### config.mk
export PLATFORM = sky130hd
export DESIGN_NAME = aerc_ctrl
export DESIGN_NICKNAME = d
export VERILOG_FILES = /design/src/aerc_pkg.sv /design/src/aerc_ctrl.sv
export VERILOG_INCLUDE_DIRS = /design/src
export SDC_FILE = /design/constraint.sdc
export NUM_CORES = 1
export LEC_CHECK = 0
export ABC_AREA = 1
export BUFFER_PORTS_ARGS = -buffer_cell sky130_fd_sc_hd__buf_2
export CORE_ASPECT_RATIO = 0.9
export CORE_UTILIZATION = 37
export CTS_CLUSTER_SIZE = 30
export DETAILED_ROUTE_END_ITERATION = 10
export PLACE_DENSITY_LB_ADDON = 0.3
export SKIP_CTS_REPAIR_TIMING = 1
export SLEW_MARGIN = 20
export SYNTH_ARGS = -nofsm -noshare
export SYNTH_HDL_FRONTEND = slang
export SYNTH_SLANG_ARGS = --single-unit
export TNS_END_PERCENT = 5
### constraint.sdc
create_clock -name clk -period 1.2 [get_ports clk]
set_input_delay 0.18 -clock clk [delete_from_list [all_inputs] [get_ports clk]]
set_output_delay 0.18 -clock clk [all_outputs]
set_load 0.1 [all_outputs]
### src/aerc_map.svh
// Register map, field positions, reset values and timing counts
// Assumes a 32-bit AXI4-Lite slave with word-aligned registers
`ifndef AERC_MAP_SVH
`define AERC_MAP_SVH

`define AERC_ABE_OFFSET       4'h0
`define AERC_CRC_OFFSET       4'h4
`define AERC_ABE_RESET        8'h00
`define AERC_CRC_RESET        8'h00
`define AERC_CRC_WMASK        8'hC8
`define AERC_DTO_BIT          7
`define AERC_DSEL_HI          6
`define AERC_DSEL_LO          4
`define AERC_UVLO_BIT         3
`define AERC_VAMP_BIT         2
`define AERC_CAMP_BIT         1
`define AERC_ATO_BIT          0
`define AERC_ROLE_HI          7
`define AERC_ROLE_LO          6
`define AERC_SEMI_BIT         3
`define AERC_PULSE_NS         200
`define AERC_CLK_MHZ          200
`define AERC_PULSE_CYC        ((`AERC_PULSE_NS * `AERC_CLK_MHZ + 999) / 1000)

`endif

### src/aerc_pkg.sv
// Types for the analog enable and role control block
// Assumes aerc_map.svh holds the numeric constants
package aerc_pkg;
  typedef enum logic [1:0] {
    ROLE_ALONE,
    ROLE_PRIMARY,
    ROLE_FOLLOWER,
    ROLE_SEMI
  } aerc_role_e;

  typedef enum logic [1:0] {
    WR_IDLE,
    WR_RESP
  } aerc_wst_e;

  typedef struct packed {
    logic [7:0] abe;
    logic [7:0] crc;
    logic       awHave;
    logic [3:0] awAddr;
    logic       wHave;
    logic [7:0] wData;
    logic       wStrb0;
    logic       bValid;
    logic [1:0] bResp;
    logic       rValid;
    logic [7:0] rData;
    logic [1:0] rResp;
    logic       pulseIn;
    logic [7:0] pulseCnt;
    logic       testBit;
  } aerc_state_s;
endpackage

### src/aerc_ctrl.sv
// Analog block enable and chain role control registers with pin routing
// Assumes synchronous inputs on clk; pad logic resolves the enable signals
`timescale 1ns/10ps
`include "aerc_map.svh"

module aerc_ctrl
  import aerc_pkg::*;
(
  input  wire logic        clk,
  input  wire logic        nrst,
  input  wire logic [31:0] s_axi_awaddr,
  input  wire logic        s_axi_awvalid,
  output logic             s_axi_awready,
  input  wire logic [31:0] s_axi_wdata,
  input  wire logic [3:0]  s_axi_wstrb,
  input  wire logic        s_axi_wvalid,
  output logic             s_axi_wready,
  output logic [1:0]       s_axi_bresp,
  output logic             s_axi_bvalid,
  input  wire logic        s_axi_bready,
  input  wire logic [31:0] s_axi_araddr,
  input  wire logic        s_axi_arvalid,
  output logic             s_axi_arready,
  output logic [31:0]      s_axi_rdata,
  output logic [1:0]       s_axi_rresp,
  output logic             s_axi_rvalid,
  input  wire logic        s_axi_rready,
  input  wire logic        desatCompareOut,
  input  wire logic        pwmAfterMono,
  input  wire logic        corePwm,
  input  wire logic        timer2PeriodMatch,
  input  wire logic        ovCompareOut,
  input  wire logic        switchingFreqOut,
  input  wire logic        secondaryGateDrive,
  input  wire logic        pinA0GpioOut,
  input  wire logic        pinA0GpioOe,
  input  wire logic        pinA1In,
  input  wire logic        pinA1GpioOut,
  input  wire logic        pinA1GpioOe,
  input  wire logic        pinB1GpioOut,
  input  wire logic        pinB1GpioOe,
  output logic             secondaryDrivePulse,
  output logic             pinA0Out,
  output logic             pinA0Oe,
  output logic             analogTestToPin,
  output logic             analogTestToAdc,
  output logic             pinA1Out,
  output logic             pinA1Oe,
  output logic             pinB1Out,
  output logic             pinB1Oe,
  output logic             secondRefToB1,
  output logic             pwmClockSelExt,
  output logic             pwmSyncClock,
  output logic             gateUvloHigh,
  output logic             voltageAmpEnable,
  output logic             currentAmpEnable,
  output logic             ovProtectEnable,
  output logic             ampDemandLow,
  output logic [1:0]       chainRole
);

  aerc_state_s st_q;
  aerc_state_s st_d;
  logic        dtMux;
  logic        dtValid;
  logic        wrFire;
  logic [7:0]  crcMasked;
  aerc_role_e  role;

  localparam logic [7:0] PULSE_CYC = 8'(`AERC_PULSE_CYC);

  // Digital test mux decode
  // Source select decode
  always_comb begin
    dtValid = 1'b1;
    case (st_q.abe[`AERC_DSEL_HI:`AERC_DSEL_LO])
      3'h0: dtMux = desatCompareOut;
      3'h1: dtMux = pwmAfterMono;
      3'h2: dtMux = corePwm;
      3'h3: dtMux = timer2PeriodMatch;
      3'h4: dtMux = ovCompareOut;
      3'h5: dtMux = switchingFreqOut;
      3'h6: dtMux = st_q.testBit;
      default: begin
        dtMux   = 1'b0;
        dtValid = 1'b0;
      end
    endcase
  end

  assign wrFire    = st_q.awHave && st_q.wHave && !st_q.bValid;
  assign crcMasked = st_q.wData & `AERC_CRC_WMASK;

  always_comb begin
    st_d = st_q;
    // AXI write channels, either order
    if (s_axi_awvalid && !st_q.awHave) begin
      st_d.awHave = 1'b1;
      st_d.awAddr = s_axi_awaddr[3:0];
    end
    if (s_axi_wvalid && !st_q.wHave) begin
      st_d.wHave  = 1'b1;
      st_d.wData  = s_axi_wdata[7:0];
      st_d.wStrb0 = s_axi_wstrb[0];
    end
    if (wrFire) begin
      st_d.awHave = 1'b0;
      st_d.wHave  = 1'b0;
      st_d.bValid = 1'b1;
      st_d.bResp  = 2'h0;
      if (st_q.awAddr == `AERC_ABE_OFFSET) begin
        if (st_q.wStrb0) begin
          st_d.abe = st_q.wData;
        end
      end else if (st_q.awAddr == `AERC_CRC_OFFSET) begin
        if (st_q.wStrb0) begin
          st_d.crc = crcMasked;
        end
      end else begin
        st_d.bResp = 2'h2;
      end
    end
    if (st_q.bValid && s_axi_bready) begin
      st_d.bValid = 1'b0;
    end
    // AXI read
    if (s_axi_arvalid && !st_q.rValid) begin
      st_d.rValid = 1'b1;
      st_d.rResp  = 2'h0;
      if (s_axi_araddr[3:0] == `AERC_ABE_OFFSET) begin
        st_d.rData = st_q.abe;
      end else if (s_axi_araddr[3:0] == `AERC_CRC_OFFSET) begin
        st_d.rData = st_q.crc;
      end else begin
        st_d.rData = 8'h00;
        st_d.rResp = 2'h2;
      end
    end else if (st_q.rValid && s_axi_rready) begin
      st_d.rValid = 1'b0;
    end
    // 200 ns one-shot on drive rising edge
    st_d.pulseIn = secondaryGateDrive;
    if (secondaryGateDrive && !st_q.pulseIn) begin
      st_d.pulseCnt = PULSE_CYC;
      st_d.testBit  = 1'b1;
    end else if (st_q.pulseCnt > 8'h01) begin
      st_d.pulseCnt = st_q.pulseCnt - 8'h01;
    end else begin
      st_d.pulseCnt = 8'h00;
      st_d.testBit  = 1'b0;
    end
  end

  always_ff @(posedge clk) begin
    if (!nrst) begin
      st_q          <= '0;
      st_q.abe      <= `AERC_ABE_RESET;
      st_q.crc      <= `AERC_CRC_RESET;
    end else begin
      st_q <= st_d;
    end
  end

  assign s_axi_awready = !st_q.awHave;
  assign s_axi_wready  = !st_q.wHave;
  assign s_axi_bvalid  = st_q.bValid;
  assign s_axi_bresp   = st_q.bResp;
  assign s_axi_arready = !st_q.rValid;
  assign s_axi_rvalid  = st_q.rValid;
  assign s_axi_rresp   = st_q.rResp;
  assign s_axi_rdata   = {24'h000000, st_q.rData};

  assign secondaryDrivePulse = st_q.testBit;

  // Pin A0 routing
  always_comb begin
    analogTestToPin = 1'b0;
    if (st_q.abe[`AERC_DTO_BIT]) begin
      pinA0Out = dtMux;
      pinA0Oe  = dtValid;
    end else if (st_q.abe[`AERC_ATO_BIT]) begin
      pinA0Out        = 1'b0;
      pinA0Oe         = 1'b0;
      analogTestToPin = 1'b1;
    end else begin
      pinA0Out = pinA0GpioOut;
      pinA0Oe  = pinA0GpioOe;
    end
  end
  assign analogTestToAdc = !st_q.abe[`AERC_ATO_BIT];

  assign gateUvloHigh     = st_q.abe[`AERC_UVLO_BIT];
  assign voltageAmpEnable = !st_q.abe[`AERC_VAMP_BIT];
  assign ovProtectEnable  = st_q.abe[`AERC_VAMP_BIT];
  assign currentAmpEnable = !st_q.abe[`AERC_CAMP_BIT];
  assign ampDemandLow     = st_q.abe[`AERC_VAMP_BIT] && st_q.abe[`AERC_CAMP_BIT];

  assign role      = aerc_role_e'(st_q.crc[`AERC_ROLE_HI:`AERC_ROLE_LO]);
  assign chainRole = st_q.crc[`AERC_ROLE_HI:`AERC_ROLE_LO];

  // Role pin routing
  always_comb begin
    secondRefToB1  = 1'b0;
    pwmClockSelExt = 1'b0;
    pinA1Out       = pinA1GpioOut;
    pinA1Oe        = pinA1GpioOe;
    pinB1Out       = pinB1GpioOut;
    pinB1Oe        = pinB1GpioOe;
    case (role)
      ROLE_PRIMARY: begin
        secondRefToB1 = 1'b1;
        pinB1Oe       = 1'b0;
        pinB1Out      = 1'b0;
        pinA1Out      = switchingFreqOut;
        pinA1Oe       = 1'b1;
      end
      ROLE_FOLLOWER: begin
        pwmClockSelExt = 1'b1;
        pinA1Out       = 1'b0;
        pinA1Oe        = 1'b0;
      end
      ROLE_SEMI: begin
        if (st_q.crc[`AERC_SEMI_BIT]) begin
          secondRefToB1 = 1'b1;
          pinB1Oe       = 1'b0;
          pinB1Out      = 1'b0;
        end else begin
          pinB1Oe  = 1'b1;
          pinA1Out = switchingFreqOut;
          pinA1Oe  = 1'b1;
        end
      end
      default: begin
        secondRefToB1  = 1'b0;
        pwmClockSelExt = 1'b0;
      end
    endcase
  end
  assign pwmSyncClock = pwmClockSelExt ? pinA1In : switchingFreqOut;

endmodule

* Word level (Yosys, flattened, before mapping)
Cells that the tools add are included.
** Storage, ports and cells
- Register bits :: 50
- Output and inout bits :: 60
** Cells by class
- Bitwise logic cells :: 3
- $lt $le $gt $ge :: 1
- Multiplexer cells :: 31
- Equality and inequality tests :: 12
- Add/sub/neg operators :: 1
- Reduce and logical (&&, ||, !) cells :: 27
** Operator list (count)
- two-way mux 1 bit :: 17
- two-way mux 8 bit :: 2
- equality test 3 bit (second input constant) :: 3
- logical AND 1 bit :: 9
- equality test 4 x 3 -> 1 bit (second input constant) :: 2
- > comparator 8 x 1 -> 1 bit (second input constant) :: 1
- logical NOT 1 bit :: 8
- logical NOT 4 bit :: 2
- two-way mux 2 bit :: 4
- subtractor 8 x 1 -> 8 bit (second input constant) :: 1
- two-way mux 7 bit :: 1
- case mux 1 bit (7 select lines) :: 1
- OR reduction 7 bit :: 1
- equality test 3 x 2 -> 1 bit (second input constant) :: 2
- two-way mux 6 bit :: 1
- case mux 1 bit (2 select lines) :: 3
- case mux 1 bit (3 select lines) :: 2
- equality test 2 bit (second input constant) :: 2
- AND reduction 4 bit :: 1
- OR reduction 2 bit :: 2
- equality test 3 x 1 -> 1 bit (second input constant) :: 1
- logical NOT 3 bit :: 1
- NOT 1 bit :: 3
- AND reduction 3 bit :: 1
- other kinds (4) :: 4

* Depth between registers and ports, before layout
Gate-level depths: netlist (run 1).
- Word-level depth :: 4
- Mapped depth :: 8
- Gate-level depth less buffers :: 7

* Worst setup path before layout (run 1)
Ideal clock, no wire load.
- Kind :: flip-flop to output port
- Start point :: register st_q, in the netlist chainRole[0]
- End point :: output port pinB1Oe
- Path buffers :: 0
- Setup slack :: -3.078 ns
- Data required time :: 1.020 ns
- Cell stages (with the launch flop) :: 3
- Arrival :: 4.098 ns
- Cell sequence :: dfxtp_1 -> a21boi_0 -> nor2_1
** Between the ends
- Cells in the longest elaborated chain, start to end :: 2
- Elaborated cells between the ends (all ways) :: 3
- Classes of those cells :: eq/ne (2); mux (1)
** RTL lines
- start: declaration :: RTL line aerc_ctrl.sv:62 : aerc_state_s st_q;
- start signal: assignment :: RTL line aerc_ctrl.sv:160 : st_q <= st_d;
- equality test 2 bit / equality test 2 x 1 -> 1 bit (equally long branches) :: RTL line aerc_ctrl.sv:209 : case (role)
- case mux 1 bit (2 select lines) * :: RTL line aerc_ctrl.sv:209
- end: declaration :: RTL line aerc_ctrl.sv:50 : output logic pinB1Oe,
Mark *: on every way between the ends. The rest lies on a longest branch, timed or not.

* Final worst setup path (run 1)
- Start point :: register st_q[51] (netlist bit)
- End point :: output port pinA0Out
** Between the ends
- Cells in the longest elaborated chain, start to end :: 3
- Elaborated cells between the ends (all ways) :: 9
- Classes of those cells :: eq/ne (6); mux (2); reduce/logical (1)
** RTL lines
- equality test 3 bit, or another cell as far along :: RTL line aerc_ctrl.sv:76 : case (st_q.abe[`AERC_DSEL_HI:`AERC_DSEL_LO])
- case mux 1 bit (7 select lines) * :: RTL line aerc_ctrl.sv:76
- two-way mux 1 bit * :: RTL line aerc_ctrl.sv:178 : if (st_q.abe[`AERC_DTO_BIT]) begin
- end: declaration :: RTL line aerc_ctrl.sv:43 : output logic pinA0Out,
Marks and branches as above.

==> impl_results.md, run 1 <==
- Status: finished with violations
- Violated checks: negative setup slack
- Hold Crit Class: input port to register
- ANT cells: 0
- Nets@finish: 564
- Dpl ws: -0.119 ns
- I/O Buffers: 71
- Crit path capture type: output pin
- CP Max Fanout: 6
- WL met1: 2420 µm
- Layout cell share with drive strength beyond 1: 41.4%
- Vias in the first global route: 2034
- Clock tree from TritonCTS: yes
- Final worst slack: -0.327 ns
- Max IR drop VDD: 0.00105 V
- Final Skew: 0.00719 ns
- Clk sinks: 48
- Drt initial violations: 136
- Die X-Extent: 88.3 µm
- Core area: 6280 µm²
- Initial antenna violation count: 0
- WP data arrival: 1.35 ns
- RSZ-0062 raised after global routing: true
- Post-Syn Instances: 354
- Fmax: 0.655 GHz
- Sequential element share of the synthesized area: 38.7%
- Req. time, crit path: 1.02 ns
- Clock-pin transition on the worst setup and hold timing paths: 0.09 ns
- RD Place Congestion: 0.807
- Post-route ant nets: 0
- Final setup violation count: 12
- Top sig layer: met4
- Commonest non-fill, non-tap cell in the layout: nand2_1
- Area delta synth->final: 52.3%
- IO Pins: 181
- Synthesized flop and latch total: 48
- Crit-path most repeated cell: nand2_1
- Leakage power: 1.74 nW
- Vias per Instance: 4.35
- # fillers: 574
- Crit path time final: 1.53 ns
- Clk root buf: clkbuf_8
- WL met2: 2900 µm
- Via Count: 2300
- H-tree Lvls: 2
- Endpoints failing hold: 0
- Maximum number of pins on one net before global-route repair: 17
- Clk Latency, worst-skew pair: 0.30 ns
- Cells along the critical path: inv_2 -> nand4_1 -> nand2_1 -> nor2_1 -> nand2_1 -> nand2_1 -> nand2_2 -> buf_12
- Worst setup path category: register to output pin
- Congestion Overflow GR: 0
- Final HPWL DP: 4480 µm
- DRT Wirelength: 5640 µm
- Avg WL per Cell: 10.7 µm
- Setup_tns: -2.23 ns
- Drc violations: 0
- Maximum root-to-sink buffer count: 2
- Metal3 WL: 271 µm
- DR pass1 iterations: 4
- Syn_area_per_cell: 7.01 µm²
- Die area: 7040 µm²
- Slew Limit Fails: 0
- Slowest CP cell: dfxtp_4
- Die Y: 79.7 µm
- Netlist Area Pre-Place: 2480 µm²
- Synthesis Warnings: 0
- PwrDens: 1390 nW/µm²
- Row count: 27
- First-pass GRT wire length: 8850 µm
- Unique masters post-synth: 28
- Num CTS Buffers: 5
- Fin crit share: 127%
- Initial Util: 39.5%
- MaxCap Viol Count: 0
- Global router's overall resource usage: 16.1%
- Most frequent cells in the layout: nand2_1 (48), nor2_1 (44), buf_2 (37)
- Startpoint types: register
- Crit path largest cell delay: 0.41 ns
- Final core utilization: 60.1%
## worst max-delay path: cells and delay by family (launching register included)
kind	cells	cell delay, ns
AND/OR/NAND/NOR	6	0.42
flip-flops	1	0.41
buffers and inverters	2	0.23
## report_power, final
part           leakage [nW]  internal, mW  switching [mW]
Clock                0.0645         0.735           0.524
Sequential            0.402          1.76           0.127
Combinational          1.28         0.719            1.39
Total                  1.74          3.22            2.04
## layer usage
| metal | vias up | GRT usage [%] |
|---|---|---|
| met5 | - | 0 |
| met2 | 64 | 28.5 |
| li1 | 1218 | - |
| met3 | 5 | 3.10 |
| met4 | 0 | 4.84 |
| met1 | 1013 | 19.6 |
## sequential cells by signal (all words and copies together), names as in the netlist
signal and cells:
st_q 28, s_axi_rdata 8, crcMasked 3, chainRole 2, gateUvloHigh 1, ovProtectEnable 1, s_axi_bresp 1, s_axi_bvalid 1
s_axi_rresp 1, s_axi_rvalid 1, secondaryDrivePulse 1
## logic make-up after synthesis
group                    share of synthesized area, %
AND/OR/NAND/NOR                                  29.6
buffers and inverters                            20.7
flip-flops                                       38.7
AO/OA/AOI/OAI                                    8.78
XOR/XNOR                                         1.06
adder cells (fa/ha/maj)                          1.01
other                                           0.151
## worst paths after layout
path	from	endpoint	slack [ns]	cells past startpoint
max	st_q[51]	pinA0Out	-0.33	8
min	s_axi_bready	s_axi_bvalid	0.06	2
max reg2reg	st_q[33]	st_q[47]	0.02	8
min reg2reg	st_q[1]	st_q[1]	0.43	1
## synth_stat cells, drive strengths merged
master	count	area share [%]
a21boi	1	0.30
and2	2	0.61
conb	1	0.15
xnor2	1	0.35
nand3b	2	0.60
o21ai	20	4.0
nand2	57	8.7
ha	2	1.0
clkbuf	3	0.45
dfxtp	48	39
xor2	2	0.71
nor3	4	1.5
o21a	1	0.30
nor2	66	11
buf	42	13
nand3	26	5.2
a211oi	1	0.30
inv	49	7.4
a21oi	19	3.8
nand4	7	1.8
## layout make-up
class                      instances  area, µm²  share of cell area, %
multi-input combinational        237       1250                   33.1
sequential                        48        993                   26.3
timing repair buffer             100       1110                   29.3
clock inverter                     1       30.0                  0.795
clock buffer                       7       96.3                   2.55
inverter                          49        194                   5.13
tap                               87        109                   2.88
## per-stage QoR
| stage | area [µm²] | std cells | total power, mW | hold slack, ns |
|---|---|---|---|---|
| detailed placement | 3530 | 521 | 3.92 | 0.369 |
| finish | 3780 | 529 | 5.26 | 0.0596 |
| global placement | 3530 | 521 | 3.88 | 0.367 |
| global route | 3780 | 529 | 5.54 | 0.0820 |
| CTS | 3650 | 529 | 5.16 | 0.0529 |
| floorplan | 2670 | 379 | 3.38 | 0.272 |
Note: power is estimated with default switching activity, not from simulation.
==> inputs of run 2 (changes only) <==
Settings changed: ABC_AREA 1 to unset, CORE_UTILIZATION 37 to 36.
==> run 2 against run 1 <==
Effect of this change: the flow still finishes with violations (negative setup slack); routed wire length is 3.3% lower; core utilization decreased by 0.79 points; sequential cell count did not move; critical path type is now register to register; combinational power down 3%; sequential share of layout area up 0.87 points; largest power group unchanged; register-to-register slack got worse by 0.49 ns.
==> impl_results.md, run 2 <==
- Yosys top cell area share: 41.5% (+2.8 points)
- Post-Syn Instances: 289 (-18%)
- Fmax: 0.600 GHz (-8.3%)
- IO Pins: 181 (unchanged)
- Largest Register: st_q
- Final HPWL DP: 4260 µm (-4.9%)
- Die Y: 78.1 µm (-2.0%)
- DR pass1 iterations: 4 (unchanged)
- Vias in the first global route: 1893 (-6.9%)
- Reg-to-reg setup timing slack: -0.47 ns (-0.49 ns)
- Sw frac: 36.7% (-2.1 points)
- Synthesis Warnings: 0 (unchanged)
- Commonest non-fill, non-tap cell in the layout: buf_2
- Vias per Instance: 4.45 (+2.4%)
- Core area: 6150 µm² (-2.2%)
- Area contributors post-synth: dfxtp_1 (41%), buf_4 (12%), nand2_1 (6.0%)
- Global router's overall resource usage: 16.5% (+0.37 points)
- First-pass GRT wire length: 8800 µm (-0.46%)
- Synthesized flop and latch total: 48 (unchanged)
- Final Skew: 0.00894 ns (+0.00176 ns)
- Post-Place Cell Area: 3420 µm² (-3.1%)
- Nets@finish: 505 (-10%)
- RD Place Congestion: 0.782 (-3.1%)
- Die area: 6760 µm² (-4.0%)
- Req. time, crit path: 1.37 ns (+0.35 ns)
- Sequential Power Share: 36.4% (+0.5 points)
- Most frequent cells in the layout: buf_2 (37), nand2_1 (35), buf_12 (35)
- Max IR drop VDD: 0.000734 V (-30%)
- Drt initial violations: 91 (-33%)
- Area delta synth->final: 57.5%
- Final setup violation count: 21 (+9)
- Hold Crit Class: input port to register
- H-tree Lvls: 2 (unchanged)
- Startpoint types: register
- CP Max Fanout: 4 (-2)
- Netlist Area Pre-Place: 2320 µm² (-6.7%)
- Crit path capture type: register
- Post-synth top area cell: dfxtp_1
- Clk sinks: 48 (unchanged)
- Combinational fraction of design power: 41.0% (+0.9 points)
- Worst setup path category: register to register
- Synth async-reset ratio: 0% (unchanged)
- Initial Util: 37.7% (-1.8 points)
- MaxCap Viol Count: 0 (unchanged)
- Ys flop type: dfxtp_1
- Die X-Extent: 86.5 µm (-2.0%)
- Syn_area_per_cell: 8.01 µm² (+14%)
- Clk Latency, worst-skew pair: 0.29 ns (about the same)
- Layout cell share with drive strength beyond 1: 42.8% (+1.4 points)
- Unique masters post-synth: 37 (+32%)
- Max reg flops: 28 (unchanged)
- Clock tree from TritonCTS: yes
- ANT cells: 0 (unchanged)
- Maximum root-to-sink buffer count: 2 (unchanged)
- WP data arrival: 1.84 ns (+0.49 ns)
- Clk root buf: clkbuf_8
- DRT Wirelength: 5450 µm (-3.3%)
- Synth top cells by count: dfxtp_1 (48), buf_4 (38), nand2_1 (37)
- Drc violations: 0 (unchanged)
- Maximum number of pins on one net before global-route repair: 29 (+12)
- Slew Limit Fails: 0 (unchanged)
- I/O Buffers: 71 (unchanged)
- Setup_tns: -5.59 ns (-3.36 ns)
- Post-synth EDFFs: 0 (unchanged)
- Avg WL per Cell: 11.6 µm (+8.9%)
- Sequential element share of the synthesized area: 41.5% (+2.8 points)
- Via Count: 2093 (-9.0%)
- Leakage power: 1.57 nW (-9.6%)
- Internal power: 3.15 mW (-2.0%)
- PwrDens: 1370 nW/µm² (-1.9%)
- Endpoints failing hold: 0 (unchanged)
- Num CTS Buffers: 5 (unchanged)
- FF-to-FF path depth: 4 (-4)
- RSZ-0062 raised after global routing: true
- Post-route ant nets: 0 (unchanged)
- Final worst slack: -0.466 ns (-0.139 ns)
- Congestion Overflow GR: 0 (unchanged)
- Fin crit share: 139% (+12 points)
- Initial antenna violation count: 0 (unchanged)
- Post-route cell area: 3650 µm² (-3.4%)
- Row count: 27 (unchanged)
- Most frequent cell after synthesis: dfxtp_1
- # fillers: 559 (-2.6%)
- Violated checks: negative setup slack
- Final core utilization: 59.3% (-0.79 points)
- Status: finished with violations
- Clk pwr share: 22.6% (-1.3 points)
- Clock-pin transition on the worst setup and hold timing paths: 0.07 ns (-0.02 ns)
- Crit path time final: 1.67 ns (+0.139 ns)
- Net Sw Power: 1.83 mW (-10%)
- Hold path depth: 2 (unchanged)
run 2: kinds of logic (layout without fill, tap and decap cells):
kind of cell / Yosys count / count (layout) / share of synthesized area [%]
other: 1 / 26 / 0.162
muxes: 14 / 14 / 6.10
buffers and inverters: 64 / 133 / 16.5
xor gates and xnor gates: 4 / 4 / 1.51
and+or+nand+nor: 111 / 111 / 22.1
adders and majority gates: 2 / 2 / 1.08
DFF: 48 / 48 / 41.5
AOI/OAI and AO/OA: 45 / 45 / 11.0
run 2: stage by stage:
step / power, mW / worst slack (ns) / instances / hold WS (ns)
finish: 4.98 / -0.466 / 470 / 0.117
global route: 5.24 / -0.513 / 470 / 0.106
CTS: 4.95 / -0.553 / 470 / 0.114
detailed placement: 3.81 / -0.445 / 462 / 0.418
global placement: 3.77 / -0.417 / 462 / 0.403
floorplan: 3.24 / -0.720 / 314 / 0.302
run 2: final timing paths:
kind                            from        to
setup reg to reg             st_q[3]   st_q[6]
hold / removal    secondaryGateDrive   st_q[9]
setup / recovery             st_q[3]   st_q[6]
hold reg to reg             st_q[29]  st_q[51]
run 2: layout make-up:
type / instances / area, µm² / area share (%)
inverter: 14 / 70.1 / 1.92
clock buffer: 6 / 72.6 / 1.99
clock inverter: 2 / 35.0 / 0.960
multi-input combinational: 202 / 1160 / 31.9
sequential: 48 / 991 / 27.2
timing repair buffer: 111 / 1210 / 33.1
tap: 87 / 109 / 2.98
run 2: worst max-delay path: stages, from the launching register on:
cell and delay (ns):
dfxtp_1 0.31, or4_4 0.53, or4_4 0.54, nand2_1 0.10
o22ai_1 0.07
run 2: layer usage:
metal  vias up  wire length, µm  track usage (%)
met5         -                0                0
met4         0               55             4.50
met3         5              286             4.31
met2        68             2590             26.4
met1       941             2520             22.0
li1       1079                -                -
run 2: power groups by stage:
stage | registers [mW] | clock network [mW] | logic [mW]
3_3_place_gp | 1.84 | 0 | 1.92
6_report | 1.81 | 1.13 | 2.04
4_1_cts | 1.81 | 1.16 | 1.98
3_5_place_dp | 1.85 | 0 | 1.96
5_1_grt | 1.83 | 1.24 | 2.17
2_1_floorplan | 1.94 | 0 | 1.31
